`config.mk`:
```
export PLATFORM = sky130hd
export DESIGN_NAME = windowed_watchdog_timer
export DESIGN_NICKNAME = d
export VERILOG_FILES = /design/src/verilog/wdt_pkg.sv /design/src/verilog/count_if.sv /design/src/verilog/window_counter.sv /design/src/verilog/windowed_watchdog_timer.sv
export SDC_FILE = /design/constraint.sdc
export NUM_CORES = 1
export LEC_CHECK = 0
export ABC_AREA = 1
export ABC_CLOCK_PERIOD_IN_PS = 6300
export CAP_MARGIN = 20
export CORE_ASPECT_RATIO = 1.2
export CORE_MARGIN = 3
export CORE_UTILIZATION = 40
export DETAILED_ROUTE_END_ITERATION = 8
export DONT_BUFFER_PORTS = 1
export SYNTH_ARGS = -nofsm -noshare
export SYNTH_HDL_FRONTEND = slang
export SYNTH_HIERARCHICAL = 1
export SYNTH_SLANG_ARGS = --single-unit
```
`constraint.sdc`:
```
create_clock -name pclk -period 6.3 [get_ports pclk]
set_input_delay 0.63 -clock pclk [delete_from_list [all_inputs] [get_ports pclk]]
set_output_delay 0.63 -clock pclk [all_outputs]
set_load 0.01 [all_outputs]
```
`src/verilog/wdt_pkg.sv`:
```
// Package: constants of the windowed watchdog timer
`default_nettype none
package wdt_pkg;

  // ---------------------------------------------------------------
  // Register map (byte addresses, one word each)
  // ---------------------------------------------------------------
  localparam logic [11:0] OFF_SERVICE = 12'h000;
  localparam logic [11:0] OFF_OPTION  = 12'h004;
  localparam logic [11:0] OFF_STATUS  = 12'h008;
  localparam logic [11:0] OFF_CAUSE   = 12'h00C;
  localparam logic [11:0] OFF_BITOP   = 12'h010;

  // ---------------------------------------------------------------
  // Service register values
  // ---------------------------------------------------------------
  localparam logic [7:0] SERVICE_KEY     = 8'hAC;
  localparam logic [7:0] SERVICE_READ_EN = 8'h9A;
  localparam logic [7:0] SERVICE_READ_DS = 8'h1A;

  // ---------------------------------------------------------------
  // Option byte fields and reset cause layout
  // ---------------------------------------------------------------
  localparam int unsigned OPT_IRQ_BIT    = 7;
  localparam int unsigned OPT_WIN_LSB    = 5;
  localparam int unsigned OPT_ENABLE_BIT = 4;
  localparam int unsigned OPT_OVF_LSB    = 1;
  localparam int unsigned OPT_STBY_BIT   = 0;
  localparam int unsigned CAUSE_WDT_BIT  = 4;
  localparam logic [7:0]  OPTION_RESET   = 8'h00;

  // ---------------------------------------------------------------
  // Counter geometry and timing
  // ---------------------------------------------------------------
  localparam int unsigned PRESCALE_BITS = 4;
  localparam int unsigned COUNT_BITS    = 16;
  localparam logic [1:0]  INIT_CYCLES   = 2'h2;
  localparam logic [COUNT_BITS-1:0] COUNT_RESET = 16'h0000;
  localparam logic [PRESCALE_BITS-1:0] PRESCALE_LAST = 4'hF;

  // Open fraction codes
  localparam logic [1:0] WIN_25  = 2'h0;
  localparam logic [1:0] WIN_50  = 2'h1;
  localparam logic [1:0] WIN_75  = 2'h2;
  localparam logic [1:0] WIN_100 = 2'h3;

  // Block state
  typedef enum logic [1:0] {
    ST_INIT = 2'b01,
    ST_LIVE = 2'b10
  } wdt_state_t;

  // Overflow exponent of the low-speed clock for each select code
  function automatic logic [4:0] ovf_exponent(input logic [2:0] sel);
    case (sel)
      3'h0:    ovf_exponent = 5'd10;
      3'h1:    ovf_exponent = 5'd11;
      3'h2:    ovf_exponent = 5'd12;
      3'h3:    ovf_exponent = 5'd13;
      3'h4:    ovf_exponent = 5'd15;
      3'h5:    ovf_exponent = 5'd17;
      3'h6:    ovf_exponent = 5'd18;
      default: ovf_exponent = 5'd20;
    endcase
  endfunction

endpackage
`default_nettype wire

```
`src/verilog/count_if.sv`:
```
// Interface between the control logic and the watchdog counter
`default_nettype none
interface count_if;
  logic        tick;
  logic        run;
  logic        clear;
  logic [2:0]  ovf_sel;
  logic [1:0]  win_sel;
  logic        win_force;
  logic [15:0] count;
  logic        overflow;
  logic        q3_hit;
  logic        window_open;

  modport ctrl (output tick, run, clear, ovf_sel, win_sel, win_force,
                input  count, overflow, q3_hit, window_open);
  modport cnt  (input  tick, run, clear, ovf_sel, win_sel, win_force,
                output count, overflow, q3_hit, window_open);
endinterface
`default_nettype wire

```
`src/verilog/window_counter.sv`:
```
// Prescaled watchdog counter with overflow, 75% mark and window decode
`default_nettype none
module window_counter
  import wdt_pkg::*;
(
  input wire logic pclk,
  input wire logic presetn,
  count_if.cnt     cb
);

  logic [PRESCALE_BITS-1:0] pre_reg;
  logic [PRESCALE_BITS-1:0] pre_next;
  logic [COUNT_BITS-1:0]    count_reg;
  logic [COUNT_BITS-1:0]    count_next;
  logic [4:0]               shift;
  logic [COUNT_BITS:0]      last_val;
  logic [COUNT_BITS:0]      q3_val;
  logic [COUNT_BITS:0]      close_lim;
  logic                     step;

  // ---------------------------------------------------------------
  // Thresholds in prescaled units
  // ---------------------------------------------------------------
  always_comb begin
    shift    = ovf_exponent(cb.ovf_sel) - 5'(PRESCALE_BITS);
    last_val = (17'h0_0001 << shift) - 17'h0_0001;
    q3_val   = 17'h0_0003 << (shift - 5'd2);
    case (cb.win_force ? WIN_100 : cb.win_sel)
      WIN_25:  close_lim = 17'h0_0003 << (shift - 5'd2);
      WIN_50:  close_lim = 17'h0_0001 << (shift - 5'd1);
      WIN_75:  close_lim = 17'h0_0001 << (shift - 5'd2);
      default: close_lim = 17'h0_0000;
    endcase
  end

  // ---------------------------------------------------------------
  // Next count; prescaler is not cleared by service, giving phase slip
  // ---------------------------------------------------------------
  always_comb begin
    step       = cb.tick & cb.run & (pre_reg == PRESCALE_LAST);
    pre_next   = (cb.tick & cb.run) ? pre_reg + 4'h1 : pre_reg;
    count_next = count_reg;
    if (cb.clear) begin
      count_next = COUNT_RESET;
    end else if (step) begin
      count_next = count_reg + 16'h0001;
    end
  end

  always_ff @(posedge pclk or negedge presetn) begin
    if (!presetn) begin
      pre_reg   <= '0;
      count_reg <= COUNT_RESET;
    end else begin
      pre_reg   <= pre_next;
      count_reg <= count_next;
    end
  end

  // Events and window state; clear priority is applied by the control side
  assign cb.count       = count_reg;
  assign cb.overflow    = step & ({1'b0, count_reg} == last_val);
  assign cb.q3_hit      = step & ({1'b0, count_reg} + 17'h0_0001 == q3_val);
  assign cb.window_open = ({1'b0, count_reg} >= close_lim);

endmodule
`default_nettype wire

```
`src/verilog/windowed_watchdog_timer.sv`:
```
// Windowed watchdog timer top: APB slave, option capture, service checks
//
// Overview of operation
// - Counter runs after reset release only if the enable option bit is set.
// - Three-bit overflow select picks 2^10 to 2^20 low-speed periods.
// - Software writes ACh before overflow; each valid write clears and restarts count.
// - Overflow without valid service raises an internal reset.
// - Service write with data other than ACh raises an internal reset.
// - A bit-manipulation write to the service register raises an internal reset; a read does not.
// - From the second service write, a write in the closed window resets.
// - First service write after reset clears counter regardless of window.
// - Window select opens last 25, 50, 75 or 100 percent of the period.
// - Standby run option at zero forces a fully open window.
// - In standby the counter stops unless the standby run option is set.
// - With standby run at zero, leaving standby clears the counter and resumes.
// - With the irq option set, interval irq fires at 75 percent of period.
// - Counting continues after the interval irq until service or overflow reset.
// - Valid service is accepted up to the last count before overflow.
// - Service clearing may shorten the effective period by up to 15 low-speed clock periods.
// - Counting continues during flash programming; there is no pause input.
// - Counter is clocked by pclk and advances on low-speed clock edges sampled in that domain.
// - A watchdog reset sets the flag at bit 4 of the reset cause register.
// - Service register reads 9Ah when enabled, 1Ah when disabled.
`default_nettype none
module windowed_watchdog_timer
  import wdt_pkg::*;
(
  input  wire logic        pclk,
  input  wire logic        presetn,
  input  wire logic        psel,
  input  wire logic        penable,
  input  wire logic        pwrite,
  input  wire logic [11:0] paddr,
  input  wire logic [31:0] pwdata,
  output logic      [31:0] prdata,
  output logic             pready,
  output logic             pslverr,
  input  wire logic        lsclk,
  input  wire logic        standby_mode,
  input  wire logic [7:0]  option_pins,
  output logic             internal_reset_req,
  output logic             watchdog_reset_flag,
  output logic             interval_irq
);

  // ---------------------------------------------------------------
  // Declarations
  // ---------------------------------------------------------------
  count_if cb ();

  logic [2:0]  ls_sync_reg;
  logic [2:0]  ls_sync_next;
  logic [1:0]  sb_sync_reg;
  logic [1:0]  sb_sync_next;
  logic [7:0]  opt_s1_reg;
  logic [7:0]  opt_s1_next;
  logic [7:0]  opt_s2_reg;
  logic [7:0]  opt_s2_next;
  logic        sb_prev_reg;
  logic        sb_prev_next;

  wdt_state_t  state_reg;
  wdt_state_t  state_next;
  logic [1:0]  init_cnt_reg;
  logic [1:0]  init_cnt_next;
  logic [7:0]  opt_reg;
  logic [7:0]  opt_next;

  logic        first_done_reg;
  logic        first_done_next;
  logic        rst_req_reg;
  logic        rst_req_next;
  logic        flag_reg;
  logic        flag_next;
  logic        irq_reg;
  logic        irq_next;

  logic        pready_reg;
  logic        pready_next;
  logic        pslverr_reg;
  logic        pslverr_next;
  logic [31:0] prdata_reg;
  logic [31:0] prdata_next;

  logic        access;
  logic        wr_service;
  logic        wr_bitop;
  logic        wr_cause;
  logic        standby_s;
  logic        enable_opt;
  logic        stby_run_opt;
  logic        svc_fault;
  logic        svc_valid;
  logic        fault;
  logic        standby_exit;

  // Address decode used by the error path only
  function automatic logic addr_mapped(input logic [11:0] a);
    addr_mapped = (a == OFF_SERVICE) || (a == OFF_OPTION) || (a == OFF_STATUS) ||
                  (a == OFF_CAUSE) || (a == OFF_BITOP);
  endfunction

  // ---------------------------------------------------------------
  // Input synchronisers
  // ---------------------------------------------------------------
  // Low-speed clock sampled as a level, third stage only for edge find
  always_comb begin
    ls_sync_next = {ls_sync_reg[1:0], lsclk};
    sb_sync_next = {sb_sync_reg[0], standby_mode};
    opt_s1_next  = option_pins;
    opt_s2_next  = opt_s1_reg;
    sb_prev_next = standby_s;
  end

  always_ff @(posedge pclk or negedge presetn) begin
    if (!presetn) begin
      ls_sync_reg <= '0;
      sb_sync_reg <= '0;
      opt_s1_reg  <= OPTION_RESET;
      opt_s2_reg  <= OPTION_RESET;
      sb_prev_reg <= 1'b0;
    end else begin
      ls_sync_reg <= ls_sync_next;
      sb_sync_reg <= sb_sync_next;
      opt_s1_reg  <= opt_s1_next;
      opt_s2_reg  <= opt_s2_next;
      sb_prev_reg <= sb_prev_next;
    end
  end

  assign standby_s    = sb_sync_reg[1];
  assign enable_opt   = opt_reg[OPT_ENABLE_BIT];
  assign stby_run_opt = opt_reg[OPT_STBY_BIT];

  // ---------------------------------------------------------------
  // Option capture after reset release
  // ---------------------------------------------------------------
  always_comb begin
    state_next    = state_reg;
    init_cnt_next = init_cnt_reg;
    opt_next      = opt_reg;
    case (state_reg)
      ST_INIT: begin
        if (init_cnt_reg == INIT_CYCLES) begin
          opt_next   = opt_s2_reg;
          state_next = ST_LIVE;
        end else begin
          init_cnt_next = init_cnt_reg + 2'h1;
        end
      end
      ST_LIVE: begin
        opt_next = opt_reg;
      end
      default: begin
        state_next = ST_INIT;
      end
    endcase
  end

  always_ff @(posedge pclk or negedge presetn) begin
    if (!presetn) begin
      state_reg    <= ST_INIT;
      init_cnt_reg <= 2'h0;
      opt_reg      <= OPTION_RESET;
    end else begin
      state_reg    <= state_next;
      init_cnt_reg <= init_cnt_next;
      opt_reg      <= opt_next;
    end
  end

  // ---------------------------------------------------------------
  // Counter control
  // ---------------------------------------------------------------
  assign standby_exit = sb_prev_reg & ~standby_s & ~stby_run_opt;

  // No flash-programming pause exists: only standby (standby run at zero), init or a clear enable bit hold the count
  assign cb.tick      = ls_sync_reg[1] & ~ls_sync_reg[2];
  assign cb.run       = (state_reg == ST_LIVE) & enable_opt
                        & (~standby_s | stby_run_opt);
  assign cb.clear     = svc_valid | fault | standby_exit;
  assign cb.ovf_sel   = opt_reg[OPT_OVF_LSB +: 3];
  assign cb.win_sel   = opt_reg[OPT_WIN_LSB +: 2];
  assign cb.win_force = ~stby_run_opt;

  window_counter u_counter (
    .pclk    (pclk),
    .presetn (presetn),
    .cb      (cb.cnt)
  );

  // ---------------------------------------------------------------
  // Service access checks
  // ---------------------------------------------------------------
  assign access     = psel & penable & pready_reg;
  assign wr_service = access & pwrite & (paddr == OFF_SERVICE);
  assign wr_bitop   = access & pwrite & (paddr == OFF_BITOP);
  assign wr_cause   = access & pwrite & (paddr == OFF_CAUSE);

  // Any bad data, bit write, or late closed-window write is a fault
  always_comb begin
    svc_fault = wr_bitop;
    svc_valid = 1'b0;
    if (wr_service) begin
      if (pwdata[7:0] != SERVICE_KEY) begin
        svc_fault = 1'b1;
      end else if (first_done_reg & ~cb.window_open) begin
        svc_fault = 1'b1;
      end else begin
        svc_valid = 1'b1;
      end
    end
  end

  // A service or standby clear in the overflow cycle wins over the overflow
  assign fault = svc_fault | (cb.overflow & ~svc_valid & ~standby_exit);

  // ---------------------------------------------------------------
  // Fault outputs, reset cause and interval interrupt
  // ---------------------------------------------------------------
  always_comb begin
    rst_req_next    = fault;
    irq_next        = cb.q3_hit & ~cb.clear & opt_reg[OPT_IRQ_BIT];
    first_done_next = first_done_reg;
    if (fault) begin
      first_done_next = 1'b0;
    end else if (svc_valid) begin
      first_done_next = 1'b1;
    end
    flag_next = flag_reg;
    if (wr_cause & pwdata[CAUSE_WDT_BIT]) begin
      flag_next = 1'b0;
    end
    if (fault) begin
      flag_next = 1'b1;
    end
  end

  always_ff @(posedge pclk or negedge presetn) begin
    if (!presetn) begin
      rst_req_reg    <= 1'b0;
      irq_reg        <= 1'b0;
      first_done_reg <= 1'b0;
      flag_reg       <= 1'b0;
    end else begin
      rst_req_reg    <= rst_req_next;
      irq_reg        <= irq_next;
      first_done_reg <= first_done_next;
      flag_reg       <= flag_next;
    end
  end

  // ---------------------------------------------------------------
  // APB slave: one wait state, read data and error registered
  // ---------------------------------------------------------------
  always_comb begin
    pready_next  = psel & penable & ~pready_reg;
    pslverr_next = 1'b0;
    prdata_next  = 32'h0000_0000;
    if (pready_next) begin
      pslverr_next = ~addr_mapped(paddr);
      if (!pwrite) begin
        case (paddr)
          OFF_SERVICE,
          OFF_BITOP: begin
            prdata_next[7:0] = enable_opt ? SERVICE_READ_EN : SERVICE_READ_DS;
          end
          OFF_OPTION: begin
            prdata_next[7:0] = opt_reg;
          end
          OFF_STATUS: begin
            prdata_next = {13'h0000, cb.window_open, first_done_reg, cb.run, cb.count};
          end
          OFF_CAUSE: begin
            prdata_next[CAUSE_WDT_BIT] = flag_reg;
          end
          default: begin
            prdata_next = 32'h0000_0000;
          end
        endcase
      end
    end
  end

  always_ff @(posedge pclk or negedge presetn) begin
    if (!presetn) begin
      pready_reg  <= 1'b0;
      pslverr_reg <= 1'b0;
      prdata_reg  <= 32'h0000_0000;
    end else begin
      pready_reg  <= pready_next;
      pslverr_reg <= pslverr_next;
      prdata_reg  <= prdata_next;
    end
  end

  // Outputs straight from flip-flops
  assign prdata              = prdata_reg;
  assign pready              = pready_reg;
  assign pslverr             = pslverr_reg;
  assign internal_reset_req  = rst_req_reg;
  assign watchdog_reset_flag = flag_reg;
  assign interval_irq        = irq_reg;

endmodule
`default_nettype wire

```
==> metrics.json <==
{
  "worst_setup_path": {
    "r2r_setup_slack_ns": 0.81,
    "arrival_ns": 5.70,
    "worst_setup_path_end_kind": "flip-flop",
    "rr_startpoint": "opt_reg[2]$_DFFE_PN0P_",
    "timing.critical_path.slowest_cell_delay_ns": 0.53,
    "worstSetupPathType": "flip-flop to flip-flop",
    "worst_ep_required_time_ns": 6.50,
    "worstSetupStartpointType": "flip-flop",
    "critical_path_peak_fanout": 11,
    "cp_slowest_cell": "sky130_fd_sc_hd__xnor2_1",
    "crit_top_cell": "sky130_fd_sc_hd__nand2_1",
    "depth_of_the_worst_register_to_register_path": 32,
    "regToRegEndpoint": "u_counter/cb.count[5]$_DFFE_PN0P_"
  },
  "sta": {
    "slew_headroom_pct": 57.6,
    "worst_slew_pin_slew_ns": 0.630,
    "report.final.hold_viol_count": 0,
    "fmax_ghz": 0.182,
    "skew_ns": 0.0167,
    "timing.setup.tns_ns": 0,
    "period_minus_slack_ns": 5.49,
    "grt_setup_unrepaired": "false",
    "final_setup_fails": 0,
    "fin_crit_sh_pct": 87.2,
    "final_slew_viol_count": 0
  },
  "cts": {
    "cts_buffer_depth": 2,
    "clock_sinks": 79,
    "clock_insertion_delay_worst_skew_ns": 0.35,
    "cts-root-buf": "sky130_fd_sc_hd__clkbuf_16",
    "post_cts_buffers": 0,
    "tritoncts.num_buffers": 9,
    "clk_transition_reported_paths_ns": 0.07,
    "cts_tree": "done",
    "htree_levels": 3
  },
  "grt": {
    "first_global_vias": 4773,
    "grt_overflow_total": 0,
    "grtUsageMet1_pct": 23.1,
    "global_route.peak_usage_layer": "met2",
    "grt_util_met2_pct": 33.2,
    "grt_max_degree": 79,
    "met3_layer_usage_reported_by_global_route_pct": 4.66,
    "global_route_wire_length_before_repair_mm": 23.7,
    "grt_util_all_layers_pct": 19.5,
    "grt_antenna_before_repair": 0
  },
  "power": {
    "totalPowerFinal_uw": 1340,
    "power.ir.vdd_worst_v": 0.000262,
    "p_leak_uw": 0.00296,
    "power.density_nw_per_um2": 216
  },
  "final_layout": {
    "nets": 866,
    "final_layout_size_suffix_gt1_share_pct": 12.4,
    "post_layout_nonfiller_instances": 951,
    "area.growth.synth_to_final_pct": 7.83,
    "n_fill_cell": 1442,
    "postLayoutCoreUtil_pct": 44.5,
    "antennaDiodeCount": 0,
    "largest_register_ff_count": 19
  },
  "route": {
    "drc": 0,
    "drt-vias-per-instance": 5.03,
    "finalWirelength_mm": 14.5,
    "routed_wire_length_per_instance_um": 15.3,
    "detail_route.first_pass.iterations": 5,
    "first_iteration_detailed_routing_drc_count": 283,
    "postRouteAntennaNets": 0,
    "num_vias": 4787
  },
  "yosys": {
    "asyncSetResetFlopFracSynth_pct": 100,
    "post_syn_instances": 770,
    "synth_area_leader": "sky130_fd_sc_hd__dfrtp_1",
    "ys_seq_elements": 79,
    "ys_seq_area_share_pct": 34.4,
    "synth-compound-area-share_pct": 9.11,
    "ys_top_cells_by_count": "sky130_fd_sc_hd__nand2_1, sky130_fd_sc_hd__inv_1, sky130_fd_sc_hd__nor2_1",
    "netlist_top_cells_area": "sky130_fd_sc_hd__dfrtp_1, sky130_fd_sc_hd__nand2_1, sky130_fd_sc_hd__ha_1",
    "synth_xor_area_share_pct": 4.57,
    "synth_mux_area_share_pct": 0.783,
    "synthesis.area_um2": 5750,
    "ys_types": 45,
    "synth.top_cell.area_share_pct": 33.9,
    "synth_top_family_by_area": "simple AND/OR/NAND/NOR gates",
    "yosys.area_share.adder_pct": 6.96,
    "postSynth.topFlopCell": "sky130_fd_sc_hd__dfrtp_1",
    "synth_simple_gate_area_share_pct": 34.6,
    "synth_most_common_cell": "sky130_fd_sc_hd__nand2_1",
    "synth-warning-count": 6,
    "avgSynthCellArea_um2": 7.47,
    "number_of_flops_mapped_to_enable_cells_by_yosys": 0
  },
  "floorplanning": {
    "die-height_um": 137,
    "top_level_ports": 96,
    "design.die.area_um2": 15900,
    "core_area_um2": 13900,
    "die_width_um": 115,
    "num_rows": 47,
    "start_util_pct": 41.3
  },
  "placement": {
    "buffer_ports.inserted": 0,
    "gp_congestion": 0.990,
    "post-place-cells": 934,
    "final_hpwl_from_detailed_placement_mm": 11.3
  },
  "worst_hold_path": {
    "hold_class": "primary input to async pin"
  },
  "status": {
    "outcome": "finished, final reports clean"
  },
  "job": {
    "maxCapViolations": 0
  }
}
where the power goes:
part	switching, uW	internal, uW
Clock	230	315
Sequential	18.4	530
Combinational	170	78.6
worst max path at each step:
stage	from	endpoint	slack [ns]	cells past startpoint
2_1_floorplan	opt_reg[2]$_DFFE_PN0P_	u_counter/cb.count[10]$_DFFE_PN0P_	1.67	31
3_3_place_gp	opt_reg[2]$_DFFE_PN0P_	u_counter/cb.count[3]$_DFFE_PN0P_	0.81	32
3_5_place_dp	opt_reg[2]$_DFFE_PN0P_	u_counter/cb.count[5]$_DFFE_PN0P_	0.78	32
4_1_cts	opt_reg[2]$_DFFE_PN0P_	u_counter/cb.count[5]$_DFFE_PN0P_	0.76	32
5_1_grt	opt_reg[2]$_DFFE_PN0P_	u_counter/cb.count[6]$_DFFE_PN0P_	0.19	31
6_report	opt_reg[2]$_DFFE_PN0P_	u_counter/cb.count[5]$_DFFE_PN0P_	0.81	32
critical path: cells and delay by family (launching register included):
family / cells / cell delay (ns)
AO/OA/AOI/OAI: 2 / 0.34
buffers and inverters: 7 / 0.98
adder cells (fa/ha/maj): 2 / 0.72
XOR/XNOR: 1 / 0.53
AND/OR/NAND/NOR: 20 / 2.31
flip-flops: 1 / 0.47
metal layers:
metal / wire length (um) / vias up
met1: 6000 / 2197
met5: 0 / -
met4: 461 / 0
li1: - / 2450
met3: 802 / 26
met2: 7250 / 114
final cells by class:
cell class	instances	area, um^2	share of cell area [%]
clock buffers	9	225	3.63
clock inverters	7	83.8	1.35
inverters	105	394	6.35
multi-input cells	578	3270	52.8
flip-flops and latches	79	1980	31.9
well taps	171	214	3.45
repair buffers	2	35.0	0.565
stage by stage:
step | hold slack, ns | worst slack (ns) | area (um^2)
after detailed placement | 0.335 | 0.777 | 5870
after global routing | 0.0972 | 0.185 | 6200
after global placement | 0.331 | 0.810 | 5870
after CTS | 0.109 | 0.761 | 6200
final | 0.125 | 0.806 | 6200
after floorplan | 0.331 | 1.67 | 5800
placed cells by master (no fill, tap or decap), types with 2 or more instances in the layout:
master / synthesis / layout
sky130_fd_sc_hd__conb_1: 1 / 13
sky130_fd_sc_hd__nor3_1: 12 / 12
sky130_fd_sc_hd__nand2_2: 16 / 16
sky130_fd_sc_hd__a21oi_2: 6 / 6
sky130_fd_sc_hd__nand3_4: 3 / 3
sky130_fd_sc_hd__mux2_2: 4 / 4
sky130_fd_sc_hd__o21ai_1: 2 / 2
sky130_fd_sc_hd__inv_1: 101 / 101
sky130_fd_sc_hd__xnor2_1: 8 / 8
sky130_fd_sc_hd__nand4_1: 8 / 8
sky130_fd_sc_hd__o21ai_4: 2 / 2
sky130_fd_sc_hd__nand3_1: 49 / 49
sky130_fd_sc_hd__a21oi_1: 16 / 16
sky130_fd_sc_hd__inv_2: 4 / 4
sky130_fd_sc_hd__nor2_4: 18 / 18
sky130_fd_sc_hd__o21ai_0: 23 / 23
sky130_fd_sc_hd__dfrtp_1: 78 / 78
sky130_fd_sc_hd__nand2_1: 192 / 192
sky130_fd_sc_hd__o22ai_1: 24 / 24
sky130_fd_sc_hd__o211ai_1: 2 / 2
sky130_fd_sc_hd__o21ai_2: 3 / 3
sky130_fd_sc_hd__ha_1: 32 / 32
sky130_fd_sc_hd__nand2_4: 5 / 5
sky130_fd_sc_hd__xor2_1: 22 / 22
sky130_fd_sc_hd__clkbuf_16: 0 / 9
sky130_fd_sc_hd__nor2_2: 10 / 10
sky130_fd_sc_hd__inv_6: 0 / 3
sky130_fd_sc_hd__nor2_1: 92 / 92
sky130_fd_sc_hd__nor4_1: 2 / 2
sky130_fd_sc_hd__nand3_2: 4 / 4
repair_timing:
item | in CTS | in global routing
hold buffers | 1 | 0
hold endpoints to repair | 78 | 0
gates resized for setup | 0 | 0
logic make-up (layout without fill, tap and decap cells):
| group | count (synthesis) | in the layout |
|---|---|---|
| xor+xnor | 30 | 30 |
| flops | 79 | 79 |
| mux | 4 | 4 |
| other cells | 1 | 13 |
| simple gates | 416 | 416 |
| fa+ha+maj | 32 | 32 |
| compound gates | 83 | 83 |
| buf+inv | 125 | 123 |
Power figures use the tool's default switching activity.
